<file path="src/verilog/cpw_consts.vh">
// Constants for the clock select, power-down and wake-up block
// Notes on behaviour
// - Clock-on sleep ends on external wake or timer four request flag set.
// - All-stop sleep ends on external wake, or on a timer four flag already set when it is entered.
// - Enabled key pin wakes device on high-to-low falling edge.
// - Interrupt-zero pin wakes on chosen level; wake does not set its request flag.
// - Timer four underflow flag wakes device from clock-on sleep; all-stop sleep only if set at entry.
// - Sleep entered with timer four flag already one returns immediately.
// - Key wake enable register written from accumulator, readable back.
// - Pull-up register written from accumulator by its own transfer.
// - Clock mode register governs oscillators; main selected after cold start.
// - Setting select bit switches instruction clock source to sub oscillator.
// - Warm start keeps the clock source selected before sleep.
// - Instruction clock is selected oscillator divided by three.
// - Select bit moves to sub clock; main-stop bit then stops main oscillator.
// - Warm start restarts at page 0 address 0 with power-down flag one; cold clears.
`ifndef CPW_CONSTS_VH
`define CPW_CONSTS_VH
`define CPW_MODE_W      3
`define CPW_MODE_RST    3'h0
`define CPW_SEL_BIT     0
`define CPW_STOP_BIT    1
`define CPW_KEY_W       8
`define CPW_KEY_RST     8'h00
`define CPW_IRQ_LVL_BIT 2
`define CPW_DIV         3
`define CPW_STAB_CYC    16
`endif

</file>
<file path="src/verilog/cpw_div3.v">
// Divide-by-three instruction clock enable generator
`timescale 1ns/10ps
module cpw_div3 (
	input  wire clk,
	input  wire rst,
	input  wire tick,
	input  wire run,
	output reg  pulse
);
`include "cpw_consts.vh"
	reg [1:0] cnt_r;
	always @(posedge clk or posedge rst) begin
		if (rst) begin
			cnt_r <= 2'h0;
			pulse <= 1'b0;
		end else begin
			pulse <= 1'b0;
			if (!run) begin
				cnt_r <= 2'h0;
			end else if (tick) begin
				if ({30'h00000000, cnt_r} == `CPW_DIV - 1) begin
					cnt_r <= 2'h0;
					pulse <= 1'b1;
				end else begin
					cnt_r <= cnt_r + 2'h1;
				end
			end
		end
	end
endmodule // cpw_div3

</file>
<file path="src/verilog/cpw_top.v">
// Clock selection, power-down sequencing and wake-up logic
`timescale 1ns/10ps
`include "cpw_consts.vh"
module cpw_top #(
	parameter STAB_CYC = `CPW_STAB_CYC
) (
	// Clock and reset
	input  wire       CLK,
	input  wire       RST,
	// Oscillator ticks (one-cycle enables)
	input  wire       MAIN_TICK,
	input  wire       SUB_TICK,
	// Accumulator transfers
	input  wire [7:0] ACC_IN,
	input  wire [2:0] MODE_WR_DATA,
	input  wire       MODE_WR,
	input  wire       KEY_WAKE_WR,
	input  wire       PULLUP_WR,
	// Power-down instructions
	input  wire       SLEEP_CLOCK_ON,
	input  wire       SLEEP_ALL_STOP,
	// Wake sources
	input  wire [7:0] KEY_PINS,
	input  wire       INT0_PIN,
	input  wire [3:0] IRQ_CONTROL_ONE,
	input  wire       TIMER_FOUR_FLAG,
	// Status and controls
	output reg  [2:0] CLOCK_MODE,
	output reg  [7:0] KEY_WAKE_READ,
	output reg  [7:0] KEY_PULLUP,
	output reg        MAIN_OSC_EN,
	output reg        SUB_OSC_EN,
	output reg        SUB_SELECTED,
	output reg        INSTR_TICK,
	output reg        SLEEPING,
	output reg        WARM_RESTART,
	output reg        POWER_DOWN_FLAG
);
	// One-hot sleep sequencer states
	localparam ST_RUN  = 4'h1;
	localparam ST_SLP1 = 4'h2;
	localparam ST_SLP2 = 4'h4;
	localparam ST_STAB = 4'h8;

	// Sequencer
	reg  [3:0]  state_r;
	reg  [3:0]  state_nxt;
	reg  [15:0] stab_r;
	reg  [15:0] stab_nxt;
	reg         t4_entry_r;
	reg         t4_entry_nxt;

	// Key edge detection
	reg  [7:0]  key_prev_r;

	// Next values of the registered outputs
	reg  [2:0]  mode_nxt;
	reg  [7:0]  key_wake_nxt;
	reg  [7:0]  pullup_nxt;
	reg         main_en_nxt;
	reg         sub_en_nxt;
	reg         sub_sel_nxt;
	reg         sleeping_nxt;
	reg         warm_nxt;
	reg         pd_flag_nxt;

	// Decoded conditions
	wire        in_run;
	wire        in_slp1;
	wire        in_slp2;
	wire        in_stab;
	wire        stab_done;
	wire        going_to_sleep;
	wire        key_fall;
	wire        lvl_match;
	wire        wake_ext;
	wire        wake_t4;
	wire        wake;
	wire        osc_tick;
	wire        div_pulse;

	assign in_run    = (state_r == ST_RUN);
	assign in_slp1   = (state_r == ST_SLP1);
	assign in_slp2   = (state_r == ST_SLP2);
	assign in_stab   = (state_r == ST_STAB);
	assign stab_done = ({16'h0000, stab_r} >= STAB_CYC - 1);

	assign going_to_sleep = (state_nxt == ST_SLP1) || (state_nxt == ST_SLP2);

	// Previous pin sample resets high, so a low pin after reset counts as a falling edge
	assign key_fall  = |(key_prev_r & ~KEY_PINS & KEY_WAKE_READ);
	// Level wake only; the interrupt request flag is not touched here
	assign lvl_match = (INT0_PIN == IRQ_CONTROL_ONE[`CPW_IRQ_LVL_BIT]);
	assign wake_ext  = key_fall | lvl_match;

	// Live timer flag counts only in clock-on sleep; all-stop sleep sees
	// only a flag that was already set when the sleep strobe was taken
	assign wake_t4 = in_slp1 ? TIMER_FOUR_FLAG : t4_entry_r;
	assign wake    = wake_ext | wake_t4;

	assign osc_tick = CLOCK_MODE[`CPW_SEL_BIT] ? SUB_TICK : MAIN_TICK;

	cpw_div3 u_div (
		.clk   (CLK),
		.rst   (RST),
		.tick  (osc_tick),
		.run   (in_run),
		.pulse (div_pulse)
	);

	// Sleep sequencer
	always @* begin
		state_nxt = state_r;
		case (state_r)
			ST_RUN: begin
				// Flag already set still enters sleep, then leaves at once
				if (SLEEP_CLOCK_ON)
					state_nxt = ST_SLP1;
				else if (SLEEP_ALL_STOP)
					state_nxt = ST_SLP2;
			end
			ST_SLP1: begin
				if (wake)
					state_nxt = ST_STAB;
			end
			ST_SLP2: begin
				if (wake)
					state_nxt = ST_STAB;
			end
			ST_STAB: begin
				if (stab_done)
					state_nxt = ST_RUN;
			end
			default: state_nxt = ST_RUN;
		endcase
	end

	// Stabilisation counter runs only while waiting after a wake
	always @* begin
		if (in_stab)
			stab_nxt = stab_r + 16'h0001;
		else
			stab_nxt = 16'h0000;
	end

	// Timer flag as seen at the moment the sleep strobe is taken
	always @* begin
		if (in_run)
			t4_entry_nxt = TIMER_FOUR_FLAG;
		else
			t4_entry_nxt = t4_entry_r;
	end

	// Accumulator transfers are honoured only while running
	always @* begin
		mode_nxt     = CLOCK_MODE;
		key_wake_nxt = KEY_WAKE_READ;
		pullup_nxt   = KEY_PULLUP;
		if (in_run && MODE_WR)
			mode_nxt = MODE_WR_DATA;
		if (in_run && KEY_WAKE_WR)
			key_wake_nxt = ACC_IN;
		if (in_run && PULLUP_WR)
			pullup_nxt = ACC_IN;
	end

	// Oscillator enables
	always @* begin
		// Main oscillator stops in either sleep and when its stop bit is set;
		// software must then wait for it before going back to it
		main_en_nxt = !CLOCK_MODE[`CPW_STOP_BIT] && !going_to_sleep;
		// Sub oscillator keeps running except in all-stop sleep
		sub_en_nxt  = (state_nxt != ST_SLP2);
	end

	// Clock mode is retained through sleep, so a warm start reuses it
	always @* begin
		sub_sel_nxt = CLOCK_MODE[`CPW_SEL_BIT];
	end

	// Sleep and warm start status
	always @* begin
		sleeping_nxt = going_to_sleep;
		warm_nxt     = 1'b0;
		pd_flag_nxt  = POWER_DOWN_FLAG;
		if (in_stab && state_nxt == ST_RUN) begin
			warm_nxt    = 1'b1;
			pd_flag_nxt = 1'b1;
		end
	end

	// Internal state
	always @(posedge CLK or posedge RST) begin
		if (RST) begin
			state_r    <= ST_RUN;
			stab_r     <= 16'h0000;
			t4_entry_r <= 1'b0;
			key_prev_r <= 8'hff;
		end else begin
			state_r    <= state_nxt;
			stab_r     <= stab_nxt;
			t4_entry_r <= t4_entry_nxt;
			key_prev_r <= KEY_PINS;
		end
	end

	// Registered outputs
	always @(posedge CLK or posedge RST) begin
		if (RST) begin
			CLOCK_MODE      <= `CPW_MODE_RST;
			KEY_WAKE_READ   <= `CPW_KEY_RST;
			KEY_PULLUP      <= `CPW_KEY_RST;
			MAIN_OSC_EN     <= 1'b1;
			SUB_OSC_EN      <= 1'b1;
			SUB_SELECTED    <= 1'b0;
			INSTR_TICK      <= 1'b0;
			SLEEPING        <= 1'b0;
			WARM_RESTART    <= 1'b0;
			POWER_DOWN_FLAG <= 1'b0;
		end else begin
			CLOCK_MODE      <= mode_nxt;
			KEY_WAKE_READ   <= key_wake_nxt;
			KEY_PULLUP      <= pullup_nxt;
			MAIN_OSC_EN     <= main_en_nxt;
			SUB_OSC_EN      <= sub_en_nxt;
			SUB_SELECTED    <= sub_sel_nxt;
			INSTR_TICK      <= div_pulse;
			SLEEPING        <= sleeping_nxt;
			WARM_RESTART    <= warm_nxt;
			POWER_DOWN_FLAG <= pd_flag_nxt;
		end
	end
endmodule // cpw_top

</file>
<file path="config.mk">
export PLATFORM = sky130hd
export DESIGN_NAME = cpw_top
export DESIGN_NICKNAME = d
export VERILOG_FILES = /design/src/verilog/cpw_div3.v /design/src/verilog/cpw_top.v
export VERILOG_INCLUDE_DIRS = /design/src /design/src/verilog
export SDC_FILE = /design/constraint.sdc
export NUM_CORES = 1
export LEC_CHECK = 0
export BUFFER_PORTS_ARGS = -buffer_cell sky130_fd_sc_hd__clkbuf_2
export CAP_MARGIN = 25
export CORE_MARGIN = 2
export CORE_UTILIZATION = 47
export DETAILED_ROUTE_END_ITERATION = 12
export HOLD_SLACK_MARGIN = 0.06
export PLACE_DENSITY = 0.73
export SETUP_SLACK_MARGIN = 0.4
export SYNTH_ARGS = -nofsm -noshare
export SYNTH_HDL_FRONTEND = slang
export SYNTH_SLANG_ARGS = --single-unit
</file>
<file path="constraint.sdc">
create_clock -name CLK -period 1.7 [get_ports CLK]
set_input_delay 0.085 -clock CLK [delete_from_list [all_inputs] [get_ports CLK]]
set_output_delay 0.085 -clock CLK [all_outputs]
set_load 0.05 [all_outputs]
</file>
# Word-level counts from Yosys, hierarchy flattened
# Cells that the tools add are included.
[word_totals] register_bits=58 in_bits=34 output_inout_bits=26
[classes] add_sub_neg=2 magnitude_cmp=1 eq_ne=11 muxes=15 bitwise=5 reduce_logical=10
[ops] cell="adder 16 x 1 -> 16 bit (second input constant)" n=1
[ops] cell="AND 8 bit" n=2
[ops] cell="greater-or-equal comparator 16 x 4 -> 1 bit (second input constant)" n=1
[ops] cell="2-to-1 mux 16 bit" n=1
[ops] cell="2-to-1 mux 4 bit" n=4
[ops] cell="case mux 4 bit (3 select lines)" n=1
[ops] cell="equality test 4 x 1 -> 1 bit (second input constant)" n=2
[ops] cell="equality test 4 x 2 -> 1 bit (second input constant)" n=2
[ops] cell="equality test 4 x 3 -> 1 bit (second input constant)" n=2
[ops] cell="inverter 8 bit" n=1
[ops] cell="OR reduction 8 bit" n=1
[ops] cell="2-to-1 mux 1 bit" n=6
[ops] cell="2-to-1 mux 2 bit" n=3
[ops] cell="logical AND 1 bit" n=5
[ops] cell="equality test 4 bit (second input constant)" n=1
[ops] cell="!= test 4 x 3 -> 1 bit (second input constant)" n=1
[ops] cell="adder 2 x 1 -> 2 bit (second input constant)" n=1
[ops] cell="equality test 2 bit (second input constant)" n=1
[ops] cell="zero test 1 bit" n=2
[ops] cell="!= test 2 x 1 -> 1 bit (second input constant)" n=1
[ops] cell="OR 1 bit" n=2
[ops] cell="OR reduction 2 bit" n=1
[ops] cell="equality test 1 bit" n=1
[ops] cell="logical OR 1 bit" n=1

# Longest topological paths before layout
# Gate-level depths: netlist of run 1.
[depth] depth_word=12 depth_mapped=6

# Cells and area by module
# A second synthesis of run 1 with hierarchy kept.
[hier_totals] hier_cells=195 hier_area_um2=2476.1
[modules_own_cells] mod="cpw_top" instances=1 cells_each=184 area_per_inst_um2=2339.7 seq_area_each_um2=1390.1
[modules_own_cells] mod="cpw_div3" instances=1 cells_each=11 area_per_inst_um2=136.4 seq_area_each_um2=75.1

# Least setup slack after synthesis of run 1
# Ideal clock, no wire load.
[synth_timing] kind="reg2reg" from="register state_r[3]" to="register state_r[3]" setup_time_ns=0.136 arrival_ns=1.650 required_time_ns=1.564 setup_slack_ns=-0.085 stages_incl_launch_ff=7 n_path_buf=1 period_less_slack_ns=1.785 cell_sequence="dfrtp_1 -> buf_4 -> nor4b_4 -> mux2i_1 -> o2111ai_1 -> nor4_4 -> o22ai_1"
[synth_via] elab_chain_cells=5 word_cells_on_any_way=12
[synth_lines] item="start: declaration" line="cpw_top.v:46" rtl="reg [3:0] state_r;"
[synth_lines] item="start signal: assignment" line="cpw_top.v:200" rtl="state_r <= state_nxt;"
[synth_lines] item="equality test 4 x 2 -> 1 bit" line="cpw_top.v:83, cpw_top.v:114"
[synth_lines] item="2-to-1 mux 1 bit" line="cpw_top.v:98" rtl="assign wake_t4 = in_slp1 ? TIMER_FOUR_FLAG : t4_entry_r;"
[synth_lines] item="OR 1 bit" line="cpw_top.v:99" rtl="assign wake = wake_ext | wake_t4;"
[synth_lines] item="2-to-1 mux 4 bit" line="cpw_top.v:123, cpw_top.v:127"
[synth_lines] item="case mux 4 bit (3 select lines) (*)" line="cpw_top.v:114" rtl="case (state_r)"
[synth_lines] item="via state_nxt[3]" line="cpw_top.v:47" rtl="reg [3:0] state_nxt;"
# Mark *: on every way through the listed nets, which the timed path passes. The rest lies on a longest branch.
# A chain may end at the register's enable or synchronous reset.

# Worst setup path after layout of run 1
[layout_timing] from="register state_r[1]" to="register KEY_PULLUP[0]"
[layout_via] elab_chain_cells=2
[layout_lines] item="equality test 4 x 1 -> 1 bit" line="cpw_top.v:82" rtl="assign in_run = (state_r == ST_RUN);"
[layout_lines] item="logical AND 1 bit" line="cpw_top.v:163" rtl="if (in_run && PULLUP_WR)"
[layout_lines] item="end signal: assignment" line="cpw_top.v:212" rtl="KEY_PULLUP <= `CPW_KEY_RST;"
[layout_lines] item="end signal: assignment" line="cpw_top.v:223" rtl="KEY_PULLUP <= pullup_nxt;"
[layout_lines] item="end: declaration" line="cpw_top.v:30" rtl="output reg [7:0] KEY_PULLUP,"
# Every way passes these cells.

==> flow_metrics.py, run 1 <==
metrics = {
    "yosys": {
        "synth_area_per_cell_sq_um": 12.59,
        "synth-xor-area-share_pct": 5.352,
        "synth_cell_type_count": 40,
        "netlist_area_sq_um": 2455,
        "synth-seq-area-share_pct": 59.68,
        "synth_top_family_by_area": "simple AND/OR/NAND/NOR gates",
        "synthMuxAreaShare_pct": 9.990,
        "synthCells": 195,
        "synthSimpleGateAreaFrac_pct": 16.62,
        "synth_warnings": 0,
        "synth_top_cell_area_share_pct": 47.91,
        "synthArstFlopShare_pct": 100.0,
        "post_synth_fa_ha_maj_area_fraction_pct": 0.5097,
        "ys.flop_type": "dfrtp_1",
        "ys_seq_elements": 58,
        "netlist.top_cell.by_area": "dfrtp_1",
        "yosys-top-cells-area": "dfrtp_1 48%, dfstp_2 12%, mux2_2 9.2%",
        "syn_nets": 230,
        "synth_compound_area_share_pct": 5.352,
        "synth_edf_count": 0,
    },
    "routing": {
        "wl_per_cell_microns": 15.94,
        "via_count": 1948,
        "drc": 0,
        "dr.pass1.iters": 4,
        "ant_nets": 0,
        "routed_via_density": 5.195,
        "initialDrtViolationCount": 119,
        "wl_microns": 5977,
    },
    "setup_path": {
        "cp.depth": 6,
        "critPathTopFamily": "buffers and inverters",
        "path_buf_inv": 3,
        "path_common_cell": "buf_6",
        "required_ps": 1920,
        "path_cells": "buf_6 > nor4b_4 > buf_6 > buf_12 > nand2_8 > mux2_4",
        "slowest_stage": "dfrtp_1",
        "path_max_fanout": 8,
        "max_stage_delay_ps": 430,
        "crit_arrival_ps": 1900,
        "crit_type": "flop to flop",
        "r2r_cells": 6,
        "rrSetupSlack_ps": 20,
        "end_kind": "flop",
        "critPathLaunchType": "flop",
    },
    "power": {
        "p_switching_mw": 2.687,
        "power_frac_seq_pct": 31.0,
        "clockPowerShare_pct": 21.2,
        "power_frac_comb_pct": 47.8,
        "internal_power_mw": 3.984,
        "leakagePower_nw": 1.684,
        "finalPower_mw": 6.670,
        "peakVddDrop_v": 0.001440,
        "p_per_area_nw_per_um2": 1834,
        "swShare_pct": 40.28,
    },
    "run": {
        "drv_cap": 0,
    },
    "floorplan": {
        "die_y_microns": 76.27,
        "fp.dieArea_sq_um": 5817,
        "die_w_microns": 76.27,
        "num_rows": 26,
        "io_pins": 60,
        "core-area_sq_um": 5075,
        "initial_core_util_pct": 48.37,
    },
    "worst_hold_path": {
        "holdPathStages": 3,
        "hold_class": "input port to flop",
    },
    "global_routing": {
        "grt_pass1_wl_microns": 9363,
        "grt_max_degree": 59,
        "grt_use_total_pct": 20.70,
        "grt_overflow": 0,
        "grt_pass1_vias": 1968,
        "grt_antenna_before_repair": 0,
    },
    "finish": {
        "fin_nets": 335,
        "fill_cells": 337,
        "drive_gt1_share_pct": 47.54,
        "final_util_pct": 71.65,
        "final_cell_mix": "56 x clkbuf_2, 45 x dfrtp_1, 22 x dlygate4sd3_1",
        "area_growth_pct": 48.11,
        "antenna_cells": 0,
        "final_common_cell": "clkbuf_2",
        "final_area_sq_um": 3636,
    },
    "clock_tree": {
        "cts_buffer_depth": 2,
        "clock_sinks": 58,
        "numCtsBuffers": 9,
        "root_buffer": "clkbuf_8",
        "clk_pin_slew_worst_paths_ps": 70,
        "htree_levels": 3,
        "cts_tree": "done",
        "insertion_delay_ps": 340,
    },
    "timing": {
        "drv_slew": 0,
        "fmax_mhz": 595.5,
        "finalCritPeriodShare_pct": 98.78,
        "setup_viol": 0,
        "holdWs_ps": 119.3,
        "relSlewSlack_pct": 67.28,
        "final-hold-violation-count": 0,
        "period_needed_ps": 1679,
        "rsz0062_at_grt": "yes",
        "finalClockSkew_ps": 9.889,
        "tightest_slew_ps": 484.2,
        "timing.final.ws_setup_ps": 20.77,
    },
    "placement": {
        "gp_congestion": 0.7953,
        "dp_hpwl_microns": 3400,
        "postPlaceCellArea_sq_um": 2883,
        "place_ws_ps": -4.496,
        "numPortBuffers": 56,
    },
    "run_status": {
        "status": "finished, final reports clean",
    },
}
==> flip-flops by register name, indices dropped and copies added (netlist names), 2 cells and up <==
| name | flops |
|---|---|
| CLOCK_MODE | 3 |
| KEY_PULLUP | 8 |
| KEY_WAKE_READ | 8 |
| key_prev_r | 8 |
| stab_r | 16 |
| state_r | 4 |
| u_div.cnt_r | 2 |
==> path summary, 6_finish.rpt <==
check                             from                to
min in group asynchronous          RST  KEY_WAKE_READ[1]
setup reg to reg            state_r[1]     KEY_PULLUP[0]
max in group asynchronous          RST     key_prev_r[3]
hold reg to reg            u_div.pulse        INSTR_TICK
hold / removal                 MODE_WR     CLOCK_MODE[0]
setup / recovery            state_r[1]     KEY_PULLUP[0]
==> power by group through the flow <==
stage | clock network, mW | registers (mW) | logic (mW)
3_3_place_gp | 0 | 2.03 | 2.35
6_report | 1.41 | 2.07 | 3.19
2_1_floorplan | 0 | 2.95 | 0.895
4_1_cts | 1.42 | 2.03 | 2.68
3_5_place_dp | 0 | 2.05 | 2.39
5_1_grt | 1.51 | 2.11 | 3.34
==> routing by layer <==
metal  GRT usage (%)  up-vias  part of all wire, %
met5               0        -                    0
met4           12.73        0                  3.5
met3           4.502       17                  5.2
met2           32.48       71                   50
met1           26.29      959                   41
li1                -      901                    -
==> area by class of cell <==
class	count	area, sq um	area share (%)
multi-input cells	127	1112	30.59
repair buffers	99	726.9	19.99
well taps	70	87.58	2.409
flip-flops and latches	58	1468	40.36
clock buffers	11	141.4	3.889
inverters	5	22.52	0.6194
clock inverters	5	77.57	2.134
==> worst min-delay path: cells and delay by family <==
family        cells  cell delay [ps]
buf+inv           1              120
mux               1              140
simple gates      1               80
==> cell usage after synthesis, types with 2 or more instances <==
master / count
xnor2_1: 6
nand3b_1: 2
and4_1: 2
a21oi_1: 4
nand3_1: 6
nor4_1: 6
o22ai_1: 4
dfstp_2: 11
a22o_1: 2
buf_6: 2
nand4_1: 2
xor2_1: 9
inv_1: 5
nor2_1: 16
buf_4: 2
nand2_2: 2
mux2i_1: 2
nand2_1: 14
dfrtp_1: 47
or3_1: 2
nor3_1: 3
o21ai_0: 6
nor2b_1: 3
nor4b_4: 2
mux2_2: 20
==> cell families (layout without fill, tap and decap cells) <==
logic type | count (synthesis) | count (layout)
AO/OA/AOI/OAI | 21 | 21
XOR/XNOR | 15 | 15
adder cells (fa/ha/maj) | 1 | 1
buffers and inverters | 10 | 120
flip-flops | 58 | 58
multiplexers | 22 | 22
AND/OR/NAND/NOR | 68 | 68
==> timing repair <==
action,in CTS,in global routing
endpoints found under the hold margin,76,0
setup buffers,8,3
pin swaps,2,0
hold buffers,22,0
cloned,0,0
setup endpoints to repair,46,48
gates resized for setup,15,31
==> metrics by stage <==
stage               TNS [ps]  cells
global placement           0    326
finish                     0    375
detailed placement    -7.875    326
floorplan                  0    195
CTS                        0    372
global route          -583.9    375
No activity file was read; power rests on OpenSTA's default activity.
==> run 2, diff against run 1 <==
--- a/config.mk
+++ b/config.mk
@@ -9,10 +9,10 @@
 export BUFFER_PORTS_ARGS = -buffer_cell sky130_fd_sc_hd__clkbuf_2
 export CAP_MARGIN = 25
 export CORE_MARGIN = 2
-export CORE_UTILIZATION = 47
+export CORE_UTILIZATION = 50
 export DETAILED_ROUTE_END_ITERATION = 12
 export HOLD_SLACK_MARGIN = 0.06
-export PLACE_DENSITY = 0.73
+export PLACE_DENSITY = 0.74
 export SETUP_SLACK_MARGIN = 0.4
 export SYNTH_ARGS = -nofsm -noshare
 export SYNTH_HDL_FRONTEND = slang
==> constraint.sdc (replaced) <==
create_clock -name CLK -period 1.99 [get_ports CLK]
set_input_delay 0.0995 -clock CLK [delete_from_list [all_inputs] [get_ports CLK]]
set_output_delay 0.0995 -clock CLK [all_outputs]
set_load 0.05 [all_outputs]
==> run 2 against run 1 <==
Design area is 3.4% lower. First-iteration DRC count rose by 24%. Clock skew shrank 2.0 ps. Fmax down 0.95%. Clock power fell by 13%. Die area decreased by 5.7%. Sequential power shrank 16%. Critical endpoint is now SLEEPING.
==> flow_metrics.py, run 2 (synthesis gave the netlist of run 1 again) <==
metrics = {
    "floorplan": {
        "initial_core_util_pct": 51.97,
        "core-area_sq_um": 4723,
        "die_y_microns": 74.07,
        "io_pins": 60,
        "fp.dieArea_sq_um": 5486,
        "num_rows": 25,
        "die_w_microns": 74.07,
    },
    "routing": {
        "dr.pass1.iters": 4,
        "routed_via_density": 5.148,
        "via_count": 1884,
        "ant_nets": 0,
        "drc": 0,
        "wl_per_cell_microns": 14.66,
        "wl_microns": 5364,
        "initialDrtViolationCount": 148,
    },
    "clock_tree": {
        "cts_buffer_depth": 2,
        "cts_tree": "done",
        "root_buffer": "clkbuf_8",
        "clock_sinks": 58,
        "clk_pin_slew_worst_paths_ps": 70,
        "insertion_delay_ps": 330,
        "numCtsBuffers": 9,
        "htree_levels": 3,
    },
    "global_routing": {
        "grt_antenna_before_repair": 0,
        "grt_use_total_pct": 20.74,
        "grt_max_degree": 53,
        "grt_overflow": 0,
        "grt_pass1_wl_microns": 8390,
        "grt_pass1_vias": 1811,
    },
    "timing": {
        "period_needed_ps": 1695,
        "finalClockSkew_ps": 7.887,
        "finalCritPeriodShare_pct": 85.20,
        "holdWs_ps": 99.49,
        "fmax_mhz": 589.8,
        "setup_viol": 0,
        "drv_slew": 0,
        "tns_ps": 0,
        "tightest_slew_ps": 463.3,
        "timing.final.ws_setup_ps": 294.6,
        "rsz0062_at_grt": "yes",
        "final-hold-violation-count": 0,
        "relSlewSlack_pct": 68.68,
    },
    "setup_path": {
        "crit_path_start": "state_r[2]",
        "rrSetupSlack_ps": 290,
        "crit_end": "SLEEPING",
        "required_ps": 2260,
        "crit_type": "flop to flop",
        "end_kind": "flop",
        "regToRegStartpoint": "state_r[2]",
        "r2r_cells": 6,
        "path_cells": "nor4b_4 > mux2i_1 > o2111ai_2 > nor4_4 > buf_6 > o211a_1",
        "max_stage_delay_ps": 410,
        "path_max_fanout": 6,
        "r2r-end": "SLEEPING",
        "critPathLaunchType": "flop",
        "slowest_stage": "dfrtp_1",
        "crit_arrival_ps": 1970,
    },
    "finish": {
        "regMostFlops": "stab_r",
        "final_common_cell": "clkbuf_2",
        "antenna_cells": 0,
        "area_growth_pct": 43.07,
        "largest_reg_flops": 16,
        "drive_gt1_share_pct": 46.82,
        "fin_nets": 329,
        "final_cell_mix": "56 x clkbuf_2, 45 x dfrtp_1, 22 x dlygate4sd3_1",
        "fill_cells": 308,
    },
    "run_status": {
        "status": "finished, final reports clean",
    },
    "run": {
        "drv_cap": 0,
    },
    "worst_hold_path": {
        "hold_class": "input port to flop",
        "holdPathStages": 3,
    },
    "power": {
        "p_per_area_nw_per_um2": 1500,
        "leakagePower_nw": 1.581,
        "peakVddDrop_v": 0.001176,
    },
    "placement": {
        "place_ws_ps": 205.8,
        "gp_congestion": 0.7758,
        "dp_hpwl_microns": 3136,
        "numPortBuffers": 56,
    },
}
==> run 2: changes by cell type in the layout (fill, tap and decap cells not counted), moves of 2 or more <==
cell	delta
buf_12	-3
buf_4	-4
clkbuf_1	+2
clkinv_2	-2
clkinvlp_4	-2
mux2_2	+19
mux2_4	-19
nor4_1	-3
nor4_4	+2
==> run 2: critical path, delay by kind of cell (launching register included) <==
family	cells	cell delay (ps)
buf+inv	1	160
simple gates	2	520
compound gates	2	280
flops	1	410
mux	1	260
==> run 2: worst min-delay path by stage <==
stage	start	to	slack, ps
after global routing	MODE_WR	CLOCK_MODE[1]	100
after CTS	MODE_WR	CLOCK_MODE[0]	100
final	MODE_WR	CLOCK_MODE[0]	100
after global placement	RST	stab_r[2]	-20
after floorplan	KEY_PINS[0]	key_prev_r[0]	100
after detailed placement	RST	stab_r[2]	-10
==> run 2: area by class of cell <==
type / count / area (sq um) / area share (%)
sequential: 58 / 1468 / 41.79
multi-input combinational: 127 / 1071 / 30.50
clock inverter: 2 / 60.06 / 1.710
clock buffer: 14 / 162.7 / 4.631
timing repair buffer: 93 / 648.1 / 18.45
inverter: 5 / 18.77 / 0.5344
tap: 67 / 83.83 / 2.387
==> run 2: power by group <==
part	switching [mW]	internal (mW)	total, mW
Clock	0.446	0.776	1.22
Combinational	1.46	0.861	2.32
Sequential	0.219	1.51	1.73
==> run 2: per-stage QoR <==
stage	power, mW	utilization, %	cell area (sq um)	instances
3_5_place_dp	3.708	59.81	2825	317
5_1_grt	5.507	74.36	3512	366
3_3_place_gp	3.662	59.81	2825	317
4_1_cts	5.142	71.13	3359	362
6_report	5.270	74.36	3512	366
2_1_floorplan	3.272	-	2467	195
==> run 2: what timing repair did <==
item / 4_1_cts / 5_1_grt
resized for setup: 10 / 23
endpoints found under the setup margin: 44 / 47
hold buffers: 22 / 0
hold endpoints to repair: 76 / 0
setup buffers: 7 / 4
pin swaps: 1 / 4
==> run 2: per-layer routing <==
layer,vias up,GRT usage [%],part of all wire [%]
met2,51,33.83,52
met5,-,0,0
met3,10,4.743,3.8
li1,889,-,-
met4,0,11.11,2.3
met1,934,25.73,42
==> run 3, diff against run 2 <==
==> constraint.sdc (replaced) <==
create_clock -name CLK -period 1.99 [get_ports CLK]
set_input_delay 0.199 -clock CLK [delete_from_list [all_inputs] [get_ports CLK]]
set_output_delay 0.199 -clock CLK [all_outputs]
set_load 0.05 [all_outputs]
==> run 3 against run 2 <==
Core utilization decreased by 4.2 points. Highest routed layer unchanged. Clock skew is 0.70 ps higher. Register-to-register slack lost 90 ps. Sequential share of layout area is 2.5 points higher. Count of clock-buffer cells in the layout down 3. Non-clock buffer count down 12. Power down 2.4%. Worst hold slack worse by 3.9 ps. Cell count is 3.3% lower. First-iteration DRC count down 32%. Critical path type unchanged. Die area stayed put.
==> flow_metrics.py, run 3 (synthesis gave the netlist of run 1 again) <==
metrics = {
    "run_status": {
        "status": "finished, final reports clean",
    },
    "clock_tree": {
        "cts_tree": "done",
        "insertion_delay_ps": 330,
        "htree_levels": 3,
        "cts_buffer_depth": 2,
        "clk_pin_slew_worst_paths_ps": 70,
        "numCtsBuffers": 9,
        "clock_sinks": 58,
        "root_buffer": "clkbuf_8",
    },
    "finish": {
        "area_growth_pct": 34.96,
        "fill_cells": 336,
        "regMostFlops": "stab_r",
        "multiInputGateArea_sq_um": 1010,
        "seq_area_sq_um": 1468,
        "final_cell_mix": "56 x clkbuf_2, 45 x dfrtp_1, 19 x mux2_2",
        "final_area_sq_um": 3313,
        "final_common_cell": "clkbuf_2",
        "drive_gt1_share_pct": 47.74,
        "antenna_cells": 0,
        "final_util_pct": 70.15,
        "largest_reg_flops": 16,
        "fin_nets": 317,
    },
    "routing": {
        "dr.pass1.iters": 4,
        "via_count": 1816,
        "wl_microns": 5166,
        "drc": 0,
        "ant_nets": 0,
        "wl_per_cell_microns": 14.59,
        "routed_via_density": 5.130,
        "initialDrtViolationCount": 101,
    },
    "setup_path": {
        "critPathLaunchType": "flop",
        "r2r-end": "state_r[2]",
        "regToRegStartpoint": "state_r[2]",
        "max_stage_delay_ps": 440,
        "r2r_cells": 6,
        "critPathTopFamily": "simple AND/OR/NAND/NOR gates",
        "path_cells": "nor4b_4 > mux2i_1 > o2111ai_2 > nor4_4 > buf_4 > a22o_1",
        "path_max_fanout": 6,
        "crit_type": "flop to flop",
        "rrSetupSlack_ps": 210,
        "slowest_stage": "dfrtp_1",
        "required_ps": 2260,
        "path_buf_inv": 1,
        "crit_arrival_ps": 2050,
        "end_kind": "flop",
    },
    "run": {
        "drv_cap": 0,
    },
    "power": {
        "leakagePower_nw": 1.481,
        "clockPowerShare_pct": 20.9,
        "power_frac_seq_pct": 33.6,
        "power_frac_comb_pct": 45.4,
        "p_per_area_nw_per_um2": 1553,
        "swShare_pct": 41.55,
        "p_switching_mw": 2.138,
        "peakVddDrop_v": 0.001151,
        "internal_power_mw": 3.008,
    },
    "timing": {
        "period_needed_ps": 1781,
        "relSlewSlack_pct": 63.13,
        "final-hold-violation-count": 0,
        "drv_slew": 0,
        "rsz0062_at_grt": "yes",
        "finalClockSkew_ps": 8.587,
        "tightest_slew_ps": 551.9,
        "setup_viol": 0,
        "tns_ps": 0,
        "fmax_mhz": 561.4,
        "finalCritPeriodShare_pct": 89.51,
    },
    "global_routing": {
        "grt_overflow": 0,
        "grt_max_degree": 35,
        "grt_pass1_vias": 1765,
        "grt_antenna_before_repair": 0,
        "grt_use_total_pct": 20.86,
        "grt_pass1_wl_microns": 8404,
    },
    "worst_hold_path": {
        "whs_endpoint": "CLOCK_MODE[2]",
        "holdPathStages": 2,
        "hold_class": "input port to flop",
        "worstHoldStart": "MODE_WR_DATA[2]",
    },
    "placement": {
        "gp_congestion": 0.7856,
        "dp_hpwl_microns": 3279,
        "numPortBuffers": 56,
        "postPlaceCellArea_sq_um": 2844,
    },
    "floorplan": {
        "core-area_sq_um": 4723,
        "initial_core_util_pct": 51.97,
        "die_y_microns": 74.07,
        "io_pins": 60,
        "num_rows": 25,
        "fp.dieArea_sq_um": 5486,
        "die_w_microns": 74.07,
    },
}
run 3: cell types whose count changed in the layout (fill, tap and decap cells not counted), sizes merged:
cell         change
dlygate4sd3     -13
clkinv           +4
clkbuf           -3
buf              +1
bufinv           -1
clkinvlp         +1
inv              -1
run 3: worst max path at each step:
stage / startpoint / end / slack (ps) / cells after the start
2_1_floorplan: state_r[2] / state_r[3] / 380 / 6
3_3_place_gp: state_r[0] / state_r[2] / 230 / 5
3_5_place_dp: state_r[0] / state_r[2] / 220 / 5
4_1_cts: state_r[2] / state_r[2] / 250 / 6
5_1_grt: state_r[2] / state_r[2] / 130 / 6
6_report: state_r[2] / state_r[2] / 210 / 6
run 3: timing repair:
item                                    CTS  global route
hold buffers                              9             0
setup buffers                             9             1
endpoints found under the setup margin   39            48
gates resized for setup                   8            12
hold endpoints to repair                 28             0
pin swaps                                 3             4
run 3: per-layer routing:
layer / track usage, % / wire length, microns / share of wire (%)
met4: 9.899 / 84 / 1.6
met5: 0 / 0 / 0
met2: 33.33 / 2685 / 52
met1: 26.41 / 2181 / 42
met3: 5.827 / 214 / 4.1
run 3: cell type report:
cell class	instances	share of cell area, %
Clock buffer	11	4.267
Clock inverter	5	1.624
Inverter	5	0.6798
Multi-Input combinational cell	127	30.48
Sequential cell	58	44.30
Tap cell	67	2.530
Timing Repair Buffer	81	16.13
run 3: metrics by stage:
step	hold slack, ps	setup WS [ps]	power [mW]	instances
floorplan	203.5	375.6	3.273	195
global placement	272.2	227.4	3.690	319
detailed placement	268.8	223.9	3.734	319
CTS	86.44	246.7	5.095	353
global route	89.63	130.9	5.391	354
finish	95.59	208.7	5.146	354
run 3: power groups by stage:
stage,registers [mW],logic [mW],clock network (mW)
4_1_cts,1.72,2.28,1.09
6_report,1.73,2.34,1.08
5_1_grt,1.77,2.48,1.14
3_3_place_gp,1.73,1.96,0
2_1_floorplan,2.52,0.751,0
3_5_place_dp,1.74,1.99,0
run 3: worst register-to-register path, cell delays in order, from the launching register on:
cell,delay [ps]
dfrtp_1,440
nor4b_4,330
mux2i_1,270
o2111ai_2,170
nor4_4,170
buf_4,190
a22o_1,150
